===== src/include/cmpctl_pkg.sv =====
/*
  constants for the comparator control block: register indexes, field positions,
  reset values, input select codes.
  assumes a plain one-cycle register port, one 10 mhz clock.
*/
`default_nettype none
package cmpctl_pkg;
  // ******************************
  // register indexes
  // ******************************
  localparam logic [3:0] ADDR_CTRL0  = 4'h0;
  localparam logic [3:0] ADDR_CTRL1  = 4'h1;
  localparam logic [3:0] ADDR_MIRROR = 4'h2;
  localparam logic [3:0] ADDR_STATUS = 4'h3;
  localparam logic [3:0] ADDR_MASK   = 4'h4;
  // ******************************
  // control 0 fields
  // ******************************
  localparam int C0_ENABLE = 7;
  localparam int C0_RESULT = 6;
  localparam int C0_PINOE  = 5;
  localparam int C0_INVERT = 4;
  localparam int C0_SPEED  = 2;
  localparam int C0_HYST   = 1;
  localparam int C0_SYNC   = 0;
  localparam logic [7:0] C0_WMASK = 8'hb7;
  // ******************************
  // control 1 fields
  // ******************************
  localparam int C1_RISE   = 7;
  localparam int C1_FALL   = 6;
  localparam int C1_PSEL   = 4;
  localparam int C1_NSEL   = 0;
  localparam logic [7:0] C1_WMASK = 8'hf1;
  // ******************************
  // status fields and reset values
  // ******************************
  localparam int ST_EVENT = 0;
  localparam logic [7:0] RESET_CTRL = 8'h00;
  localparam logic [0:0] RESET_BIT  = 1'h0;
  // ******************************
  // positive input codes
  // ******************************
  localparam logic [1:0] PSEL_PIN = 2'h0;
  localparam logic [1:0] PSEL_DAC = 2'h1;
  localparam logic [1:0] PSEL_FIXED = 2'h2;
endpackage
`default_nettype wire


===== src/hw/cmpctl_top.sv =====
/*
  control and event logic around one analog comparator: power and hysteresis
  selects, input routing, polarity, pin enable, edge flag and interrupt.
  assumes the raw comparison arrives asynchronously from the analog core.
*/
// Design decisions made here: the strobed register port and the address map.
`timescale 1ns/1ps
`default_nettype none
module cmpctl_top (
  input  wire logic       ref_clk_in,
  input  wire logic       arst_n_in,
  input  wire logic [3:0] addr_in,
  input  wire logic [7:0] wdata_in,
  input  wire logic       wr_in,
  input  wire logic       rd_in,
  input  wire logic       raw_cmp_in,
  output logic      [7:0] rdata_out,
  output logic            cmp_enable_out,
  output logic            speed_power_select_out,
  output logic            hysteresis_enable_out,
  output logic            output_sync_select_out,
  output logic      [1:0] positive_input_select_out,
  output logic            negative_input_select_out,
  output logic            comparator_result_out,
  output logic            pin_drive_out,
  output logic            pin_oe_out,
  output logic            irq_out
);
  // ******************************
  // reset release
  // ******************************
  logic rst_s1_r;
  logic rst_n_r;
  always_ff @(posedge ref_clk_in or negedge arst_n_in) begin
    if (!arst_n_in) begin
      rst_s1_r <= 1'b0;
      rst_n_r  <= 1'b0;
    end else begin
      rst_s1_r <= 1'b1;
      rst_n_r  <= rst_s1_r;
    end
  end

  // ******************************
  // raw comparison synchroniser
  // ******************************
  logic raw_s1_r;
  logic raw_s2_r;
  always_ff @(posedge ref_clk_in or negedge rst_n_r) begin
    if (!rst_n_r) begin
      raw_s1_r <= 1'b0;
      raw_s2_r <= 1'b0;
    end else begin
      raw_s1_r <= raw_cmp_in;
      raw_s2_r <= raw_s1_r;
    end
  end

  // ******************************
  // register decode
  // ******************************
  logic [7:0] ctrl0_r;
  logic [7:0] ctrl1_r;
  logic [7:0] mask_r;
  logic       event_r;
  logic       result_r;
  wire        wr_c0   = wr_in && (addr_in == cmpctl_pkg::ADDR_CTRL0);
  wire        wr_c1   = wr_in && (addr_in == cmpctl_pkg::ADDR_CTRL1);
  wire        wr_mask = wr_in && (addr_in == cmpctl_pkg::ADDR_MASK);
  wire        rd_stat = rd_in && (addr_in == cmpctl_pkg::ADDR_STATUS);
  wire [7:0]  c0_view = (ctrl0_r & cmpctl_pkg::C0_WMASK)
                        | ({7'h00, result_r} << cmpctl_pkg::C0_RESULT);
  wire [7:0]  rd_mux  = (addr_in == cmpctl_pkg::ADDR_CTRL0)  ? c0_view :
                        (addr_in == cmpctl_pkg::ADDR_CTRL1)  ? ctrl1_r :
                        (addr_in == cmpctl_pkg::ADDR_MIRROR) ? {7'h00, result_r} :
                        (addr_in == cmpctl_pkg::ADDR_STATUS) ? {7'h00, event_r} :
                        (addr_in == cmpctl_pkg::ADDR_MASK)   ? mask_r : 8'h00;

  always_ff @(posedge ref_clk_in or negedge rst_n_r) begin
    if (!rst_n_r) begin
      ctrl0_r <= cmpctl_pkg::RESET_CTRL;
      ctrl1_r <= cmpctl_pkg::RESET_CTRL;
      mask_r  <= cmpctl_pkg::RESET_CTRL;
    end else begin
      if (wr_c0) begin
        ctrl0_r <= wdata_in & cmpctl_pkg::C0_WMASK;
      end
      if (wr_c1) begin
        ctrl1_r <= wdata_in & cmpctl_pkg::C1_WMASK;
      end
      if (wr_mask) begin
        mask_r <= {7'h00, wdata_in[cmpctl_pkg::ST_EVENT]};
      end
    end
  end

  // ******************************
  // result polarity and edges
  // ******************************
  // invert applied after sync so a polarity write also counts as an edge
  wire res_nxt  = raw_s2_r ^ ctrl0_r[cmpctl_pkg::C0_INVERT];
  wire fall     = result_r && !res_nxt;
  wire rise     = !result_r && res_nxt;
  wire hit      = (fall && ctrl1_r[cmpctl_pkg::C1_FALL])
                  || (rise && ctrl1_r[cmpctl_pkg::C1_RISE]);
  wire ev_nxt   = hit ? 1'b1 : (rd_stat ? 1'b0 : event_r);  // set beats read-clear
  wire irq_nxt  = ev_nxt && mask_r[cmpctl_pkg::ST_EVENT];
  wire pin_en   = ctrl0_r[cmpctl_pkg::C0_PINOE];

  always_ff @(posedge ref_clk_in or negedge rst_n_r) begin
    if (!rst_n_r) begin
      result_r <= cmpctl_pkg::RESET_BIT;
      event_r  <= cmpctl_pkg::RESET_BIT;
    end else begin
      result_r <= res_nxt;
      event_r  <= ev_nxt;
    end
  end

  // ******************************
  // registered outputs
  // ******************************
  always_ff @(posedge ref_clk_in or negedge rst_n_r) begin
    if (!rst_n_r) begin
      rdata_out                 <= 8'h00;
      cmp_enable_out            <= 1'b0;
      speed_power_select_out    <= 1'b0;
      hysteresis_enable_out     <= 1'b0;
      output_sync_select_out    <= 1'b0;
      positive_input_select_out <= cmpctl_pkg::PSEL_PIN;
      negative_input_select_out <= 1'b0;
      comparator_result_out     <= 1'b0;
      pin_drive_out             <= 1'b0;
      pin_oe_out                <= 1'b0;
      irq_out                   <= 1'b0;
    end else begin
      rdata_out                 <= rd_in ? rd_mux : 8'h00;
      cmp_enable_out            <= ctrl0_r[cmpctl_pkg::C0_ENABLE];
      speed_power_select_out    <= ctrl0_r[cmpctl_pkg::C0_SPEED];
      hysteresis_enable_out     <= ctrl0_r[cmpctl_pkg::C0_HYST];
      output_sync_select_out    <= ctrl0_r[cmpctl_pkg::C0_SYNC];
      positive_input_select_out <= ctrl1_r[cmpctl_pkg::C1_PSEL +: 2];
      negative_input_select_out <= ctrl1_r[cmpctl_pkg::C1_NSEL];
      comparator_result_out     <= res_nxt;
      // pad direction follows the pin enable bit, which also gates the drive
      pin_drive_out             <= pin_en && res_nxt;
      pin_oe_out                <= pin_en;
      irq_out                   <= irq_nxt;
    end
  end

  // ******************************
  // checks
  // ******************************
  property p_speed;
    @(posedge ref_clk_in) disable iff (!rst_n_r)
      wr_c0 |=> ##1 (speed_power_select_out == $past(wdata_in[cmpctl_pkg::C0_SPEED], 2));
  endproperty
  a_speed: assert property (p_speed) else $error("speed select wrong");

  property p_hyst;
    @(posedge ref_clk_in) disable iff (!rst_n_r)
      wr_c0 |=> ##1 (hysteresis_enable_out == $past(wdata_in[cmpctl_pkg::C0_HYST], 2));
  endproperty
  a_hyst: assert property (p_hyst) else $error("hysteresis enable wrong");

  property p_fall;
    @(posedge ref_clk_in) disable iff (!rst_n_r)
      (fall && ctrl1_r[cmpctl_pkg::C1_FALL]) |=> event_r;
  endproperty
  a_fall: assert property (p_fall) else $error("falling edge lost");

  property p_psel;
    @(posedge ref_clk_in) disable iff (!rst_n_r)
      wr_c1 |=> ##1 (positive_input_select_out == $past(wdata_in[5:4], 2));
  endproperty
  a_psel: assert property (p_psel) else $error("input select wrong");

  property p_invert;
    @(posedge ref_clk_in) disable iff (!rst_n_r)
      1'b1 |=> (result_r == ($past(raw_s2_r) ^ $past(ctrl0_r[cmpctl_pkg::C0_INVERT])));
  endproperty
  a_invert: assert property (p_invert) else $error("polarity wrong");

  property p_pin;
    @(posedge ref_clk_in) disable iff (!rst_n_r)
      !pin_oe_out |-> !pin_drive_out;
  endproperty
  a_pin: assert property (p_pin) else $error("pin driven while internal");

  property p_mirror;
    @(posedge ref_clk_in) disable iff (!rst_n_r)
      (rd_in && addr_in == cmpctl_pkg::ADDR_MIRROR) |=> (rdata_out == {7'h00, $past(result_r)});
  endproperty
  a_mirror: assert property (p_mirror) else $error("mirror wrong");

  property p_rise;
    @(posedge ref_clk_in) disable iff (!rst_n_r)
      (rise && ctrl1_r[cmpctl_pkg::C1_RISE])
        |=> (event_r && (irq_out == $past(mask_r[cmpctl_pkg::ST_EVENT])));
  endproperty
  a_rise: assert property (p_rise) else $error("rising edge lost");

  property p_quiet;
    @(posedge ref_clk_in) disable iff (!rst_n_r)
      (!hit && !event_r) |=> !event_r;
  endproperty
  a_quiet: assert property (p_quiet) else $error("flag set without edge");

  // a status read without a coincident edge must clear the flag
  property p_clear;
    @(posedge ref_clk_in) disable iff (!rst_n_r)
      (rd_stat && !hit) |=> !event_r;
  endproperty
  a_clear: assert property (p_clear) else $error("flag not cleared by read");
endmodule
`default_nettype wire


===== config.mk =====
export PLATFORM = sky130hd
export DESIGN_NAME = cmpctl_top
export DESIGN_NICKNAME = d
export VERILOG_FILES = /design/src/include/cmpctl_pkg.sv /design/src/hw/cmpctl_top.sv
export SDC_FILE = /design/constraint.sdc
export NUM_CORES = 1
export LEC_CHECK = 0
export ABC_CLOCK_PERIOD_IN_PS = 1270
export CORE_ASPECT_RATIO = 1.4
export CORE_MARGIN = 1.5
export CORE_UTILIZATION = 50
export DETAILED_ROUTE_END_ITERATION = 16
export DONT_BUFFER_PORTS = 1
export GPL_ROUTABILITY_DRIVEN = 0
export HOLD_SLACK_MARGIN = 0.08
export PLACE_DENSITY = 0.65
export SYNTH_ARGS = -nofsm -noshare
export SYNTH_HDL_FRONTEND = slang
export SYNTH_SLANG_ARGS = --single-unit

===== constraint.sdc =====
create_clock -name ref_clk_in -period 1.27 [get_ports ref_clk_in]
set_clock_uncertainty 0.15 [all_clocks]
set_input_delay 0.127 -clock ref_clk_in [delete_from_list [all_inputs] [get_ports ref_clk_in]]
set_output_delay 0.127 -clock ref_clk_in [all_outputs]
set_load 0.02 [all_outputs]

# After elaboration in Yosys (flattened, before gate mapping)
# Cells that the tools add are included.
[totals]
ff_bits = 36
elab_cells = 47
[op_classes]
eq_ne = 4
muxes = 8
n_bitwise = 2
reduce_logical = 14
[ops]
columns = ["operator", "n"]
rows = [
  ["$mux 8", 3],
  ["$logic_and 1x1->1", 10],
  ["$eq 4x2->1 const B", 2],
  ["$or 8x7->8", 1],
  ["$mux 1", 5],
  ["$eq 4x1->1 const B", 1],
  ["$eq 4x3->1 const B", 1],
  ["$logic_not 4->1", 1],
  ["$logic_not 1->1", 2],
  ["$logic_or 1x1->1", 1],
  ["$xor 1x1->1", 1],
]

# Logic depth before layout (Yosys ltp)
[logic_depth]
ltp_word = 7
depth_mapped = 4
depth_no_buf = 3

# Worst setup path before layout
# No wires, ideal clock.
[synth_path]
path_kind = "input port to flip-flop"
startpoint = "input addr_in[1]"
endpoint = "register ctrl0_r[0]"
t_arrival_ps = 1157
required_ps = 995
setup_slack_ps = -162
cell_stages = 3
n_path_buf = 0
cell_sequence = "or4b_4 > nor2_8 > mux2_4"
[synth_between]
elab_chain_cells = 2
[synth_lines]
columns = ["item", "line", "source"]
rows = [
  ["from (decl)", "cmpctl_top.sv:12", "input wire logic [3:0] addr_in,"],
  ["$logic_not 4->1", "cmpctl_top.sv:67", "wire wr_c0 = wr_in && (addr_in == cmpctl_pkg::ADDR_CTRL0);"],
  ["$logic_and 1x1->1", "cmpctl_top.sv:67", ""],
  ["to (signal assigned)", "cmpctl_top.sv:81", "ctrl0_r <= cmpctl_pkg::RESET_CTRL;"],
  ["to (signal assigned)", "cmpctl_top.sv:86", "ctrl0_r <= wdata_in & cmpctl_pkg::C0_WMASK;"],
  ["to (decl)", "cmpctl_top.sv:62", "logic [7:0] ctrl0_r;"],
]
# Every way passes these cells.
# A chain may end at the register's enable or synchronous reset.

# Worst setup path in the final report
[layout_path]
startpoint = "register raw_s2_r"
endpoint = "register irq_out"
[layout_between]
elab_chain_cells = 7
[layout_lines]
columns = ["item", "line", "source"]
rows = [
  ["from (decl)", "cmpctl_top.sv:48", "logic raw_s2_r;"],
  ["from (signal assigned)", "cmpctl_top.sv:55", "raw_s2_r <= raw_s1_r;"],
  ["$xor 1x1->1 (*)", "cmpctl_top.sv:101", "wire res_nxt = raw_s2_r ^ ctrl0_r[cmpctl_pkg::C0_INVERT];"],
  ["named net res_nxt", "cmpctl_top.sv:101", ""],
  ["$logic_not 1->1", "cmpctl_top.sv:102", "wire fall = result_r && !res_nxt;"],
  ["$logic_and 1x1->1", "cmpctl_top.sv:102", ""],
  ["$logic_and 1x1->1", "cmpctl_top.sv:104", "wire hit = (fall && ctrl1_r[cmpctl_pkg::C1_FALL])"],
  ["$logic_or 1x1->1 (*)", "cmpctl_top.sv:105", "|| (rise && ctrl1_r[cmpctl_pkg::C1_RISE]);"],
  ["$mux 1 (*)", "cmpctl_top.sv:106", "wire ev_nxt = hit ? 1'b1 : (rd_stat ? 1'b0 : event_r);"],
  ["$logic_and 1x1->1 (*)", "cmpctl_top.sv:107", "wire irq_nxt = ev_nxt && mask_r[cmpctl_pkg::ST_EVENT];"],
  ["named net irq_nxt", "cmpctl_top.sv:107", ""],
  ["to (signal assigned)", "cmpctl_top.sv:148", "irq_out <= irq_nxt;"],
  ["to (decl)", "cmpctl_top.sv:27", "output logic irq_out"],
]
# The timed path passes the listed nets; every way through them passes the cells marked *.

==> results.py <==
metrics = {
    "logic_synthesis": {
        "postSynthAreaPerCell_um2": 15.1,
        "ys_warn_count": 0,
        "synth_area_leaders": "dfrtp_1, mux2_2, mux2_4",
        "synth_area_leader_cell": "dfrtp_1",
        "synth_fp_nets": 103,
        "synth_top_area_frac": 0.672,
        "ys_types": 21,
        "netlist_area_um2": 1300,
        "syn-instance-count": 86,
        "synth-seq-cells": 35,
        "yosysSeqAreaShare": 0.672,
    },
    "sta": {
        "fin_tns_setup_ns": -0.00437,
        "min_period_ns": 1.27,
        "hold_ws_ns": -0.201,
        "maxSlewViolCount": 0,
        "rsz0062_at_grt": "yes",
        "period_share": 1.00,
        "fin_ws_ns": -0.00437,
        "final_hold_viol_count": 15,
        "fmax_mhz": 785,
        "finalSetupViolCount": 1,
    },
    "worst_setup_path": {
        "reg2reg_from": "raw_s2_r",
        "worst_setup_path_start_kind": "flop",
        "reg2reg_depth": 3,
        "critPathRequiredTime_ns": 1.38,
        "cp-end-kind": "flop",
        "path_class": "reg2reg",
        "r2r_end": "irq_out",
        "rrSetupSlack_ns": -0.004,
        "path_max_fanout": 2,
        "crit_arrival_ns": 1.39,
    },
    "layout": {
        "finalNetCount": 131,
        "area_delta_synth_final_pct": 26.8,
        "fillers": 174,
        "mostFrequentLayoutCell": "dfrtp_1",
        "drive_above_1_share": 0.313,
        "fin_area_um2": 1650,
        "mostFrequentLayoutCells": "dfrtp_1, dlygate4sd3_1, nor2_1, mux2_2, buf_4",
        "fin_util": 0.676,
        "diodes": 0,
    },
    "placed_design": {
        "postPlaceCellArea_um2": 1400,
        "io_buffers": 0,
        "dp_hpwl_um": 1540,
    },
    "global_route": {
        "antenna_found_initial": 0,
        "grt_pass1_wl_um": 3800,
        "track_usage": 0.191,
        "grt_pass1_vias": 791,
        "grt_max_degree": 20,
        "overflow": 0,
    },
    "die": {
        "start_util": 0.533,
        "die_y_um": 63.4,
        "io-pin-count": 36,
        "die_area_um2": 2920,
        "core_um2": 2440,
        "row_count": 21,
        "die_width_um": 46.1,
    },
    "power": {
        "intPower_mw": 2.03,
        "ir_drop_mv": 1.16,
        "power_density_nw_per_um2": 1660,
        "p_leak_nw": 0.782,
        "power.share.clock": 0.295,
        "netSwitchingPower_uw": 711,
        "swShare": 0.260,
        "seq_power_share": 0.563,
        "p_comb_frac": 0.143,
    },
    "cts": {
        "insertion_delay_ns": 0.33,
        "tritoncts.num_buffers": 5,
        "cts_hold_buffers": 15,
        "cts_tree": "yes",
        "clkTransAtPathRegs_ns": 0.10,
        "clock-root-buffer": "clkbuf_4",
        "clk_path_buf_depth": 2,
        "htree_levels": 2,
        "cts_sinks": 35,
    },
    "route": {
        "viasPerCell": 5.03,
        "drt_iter0_markers": 2,
        "drc": 0,
        "dr_total_vias": 750,
        "drt-pass1-iter-count": 4,
        "routed_wl_um": 2240,
        "ant_nets": 0,
        "wire_per_inst_um": 15.0,
    },
    "hold_path": {
        "worstHoldEndpoint": "event_r",
        "whs_path_depth": 2,
        "min_from": "addr_in[2]",
        "hold_path_class": "in2reg",
    },
    "status": {
        "status": "complete, but fails checks",
        "violations": "hold timing, setup timing",
    },
    "run": {
        "maxCapViolCount": 0,
    },
}
==> cells in the mapped netlist, drive strengths merged <==
cell type  count
a21boi         1
nand2b         2
a32oi          1
inv            3
or4b           2
mux2i          4
conb           2
buf            2
mux2          15
o41ai          1
a21oi          1
nand2          2
nor2           9
xor2           1
and2           3
dfrtp         35
nand4          2
==> worst max path at each step <==
stage,slack (ns),start,to,cells after the start
5_1_grt,-0.05,raw_s2_r,irq_out,3
3_5_place_dp,-0.22,addr_in[1],ctrl0_r[5],3
3_3_place_gp,-0.19,addr_in[1],ctrl0_r[1],3
6_report,-0.004,raw_s2_r,irq_out,3
4_1_cts,-0.04,ctrl0_r[4],irq_out,3
2_1_floorplan,-0.16,addr_in[1],ctrl0_r[0],3
==> power groups by stage <==
stage               Combinational, mW  Sequential (mW)  Clock [mW]
global placement                0.317             1.56           0
finish                          0.390             1.54       0.806
CTS                             0.377             1.54       0.831
floorplan                       0.233             1.55           0
detailed placement              0.326             1.57           0
global route                    0.424             1.57       0.902
==> worst max-delay path, stage by stage (launching register included) <==
cell and delay, ns:
dfrtp_1 0.40, xor2_2 0.20, mux2_4 0.33, a21boi_2 0.12
==> sequential cells by signal, summed over array words and instances (netlist names), 2 cells and up <==
signal,cells
ctrl1_r,5
positive_input_select_out,2
rdata_out,7
ctrl0_r,6
==> kinds of logic (layout without fill, tap and decap cells) <==
kind of cell	count (synthesis)	count (layout)	share of synthesized area
simple gates	20	20	0.0961
flops	35	35	0.672
other cells	2	2	0.00577
buf+inv	5	34	0.0182
xor+xnor	1	1	0.00673
compound gates	4	4	0.0231
mux	19	19	0.178
==> final cells by class <==
type | instances | area (um^2) | share of cell area
multi-input cells | 46 | 425 | 0.258
inverters | 3 | 11.3 | 0.00682
clock inverters | 2 | 35.0 | 0.0212
repair buffers | 23 | 210 | 0.127
flip-flops and latches | 35 | 876 | 0.530
well taps | 34 | 42.5 | 0.0258
clock buffers | 6 | 51.3 | 0.0311
==> per-stage QoR <==
step                std cells  worst slack [ns]  hold WS (ns)  power [mW]
global placement          125            -0.186        -0.319        1.88
global route              149           -0.0522        -0.233        2.90
floorplan                  86            -0.162        -0.319        1.78
finish                    149          -0.00437        -0.201        2.74
CTS                       148           -0.0386        -0.194        2.75
detailed placement        125            -0.217        -0.319        1.89
==> routing by layer <==
layer,vias up,wire [um],global-route usage
met1,370,870,0.233
met2,33,1220,0.283
met4,0,19,0.0857
li1,345,-,-
met5,-,0,0
met3,2,129,0.0860
==> what timing repair did <==
item	CTS	global route
resized for setup	2	1
pin swaps	1	2
hold endpoints to repair	38	16
setup buffers	0	1
endpoints found under the setup margin	1	3
Power figures use the tool's default switching activity.
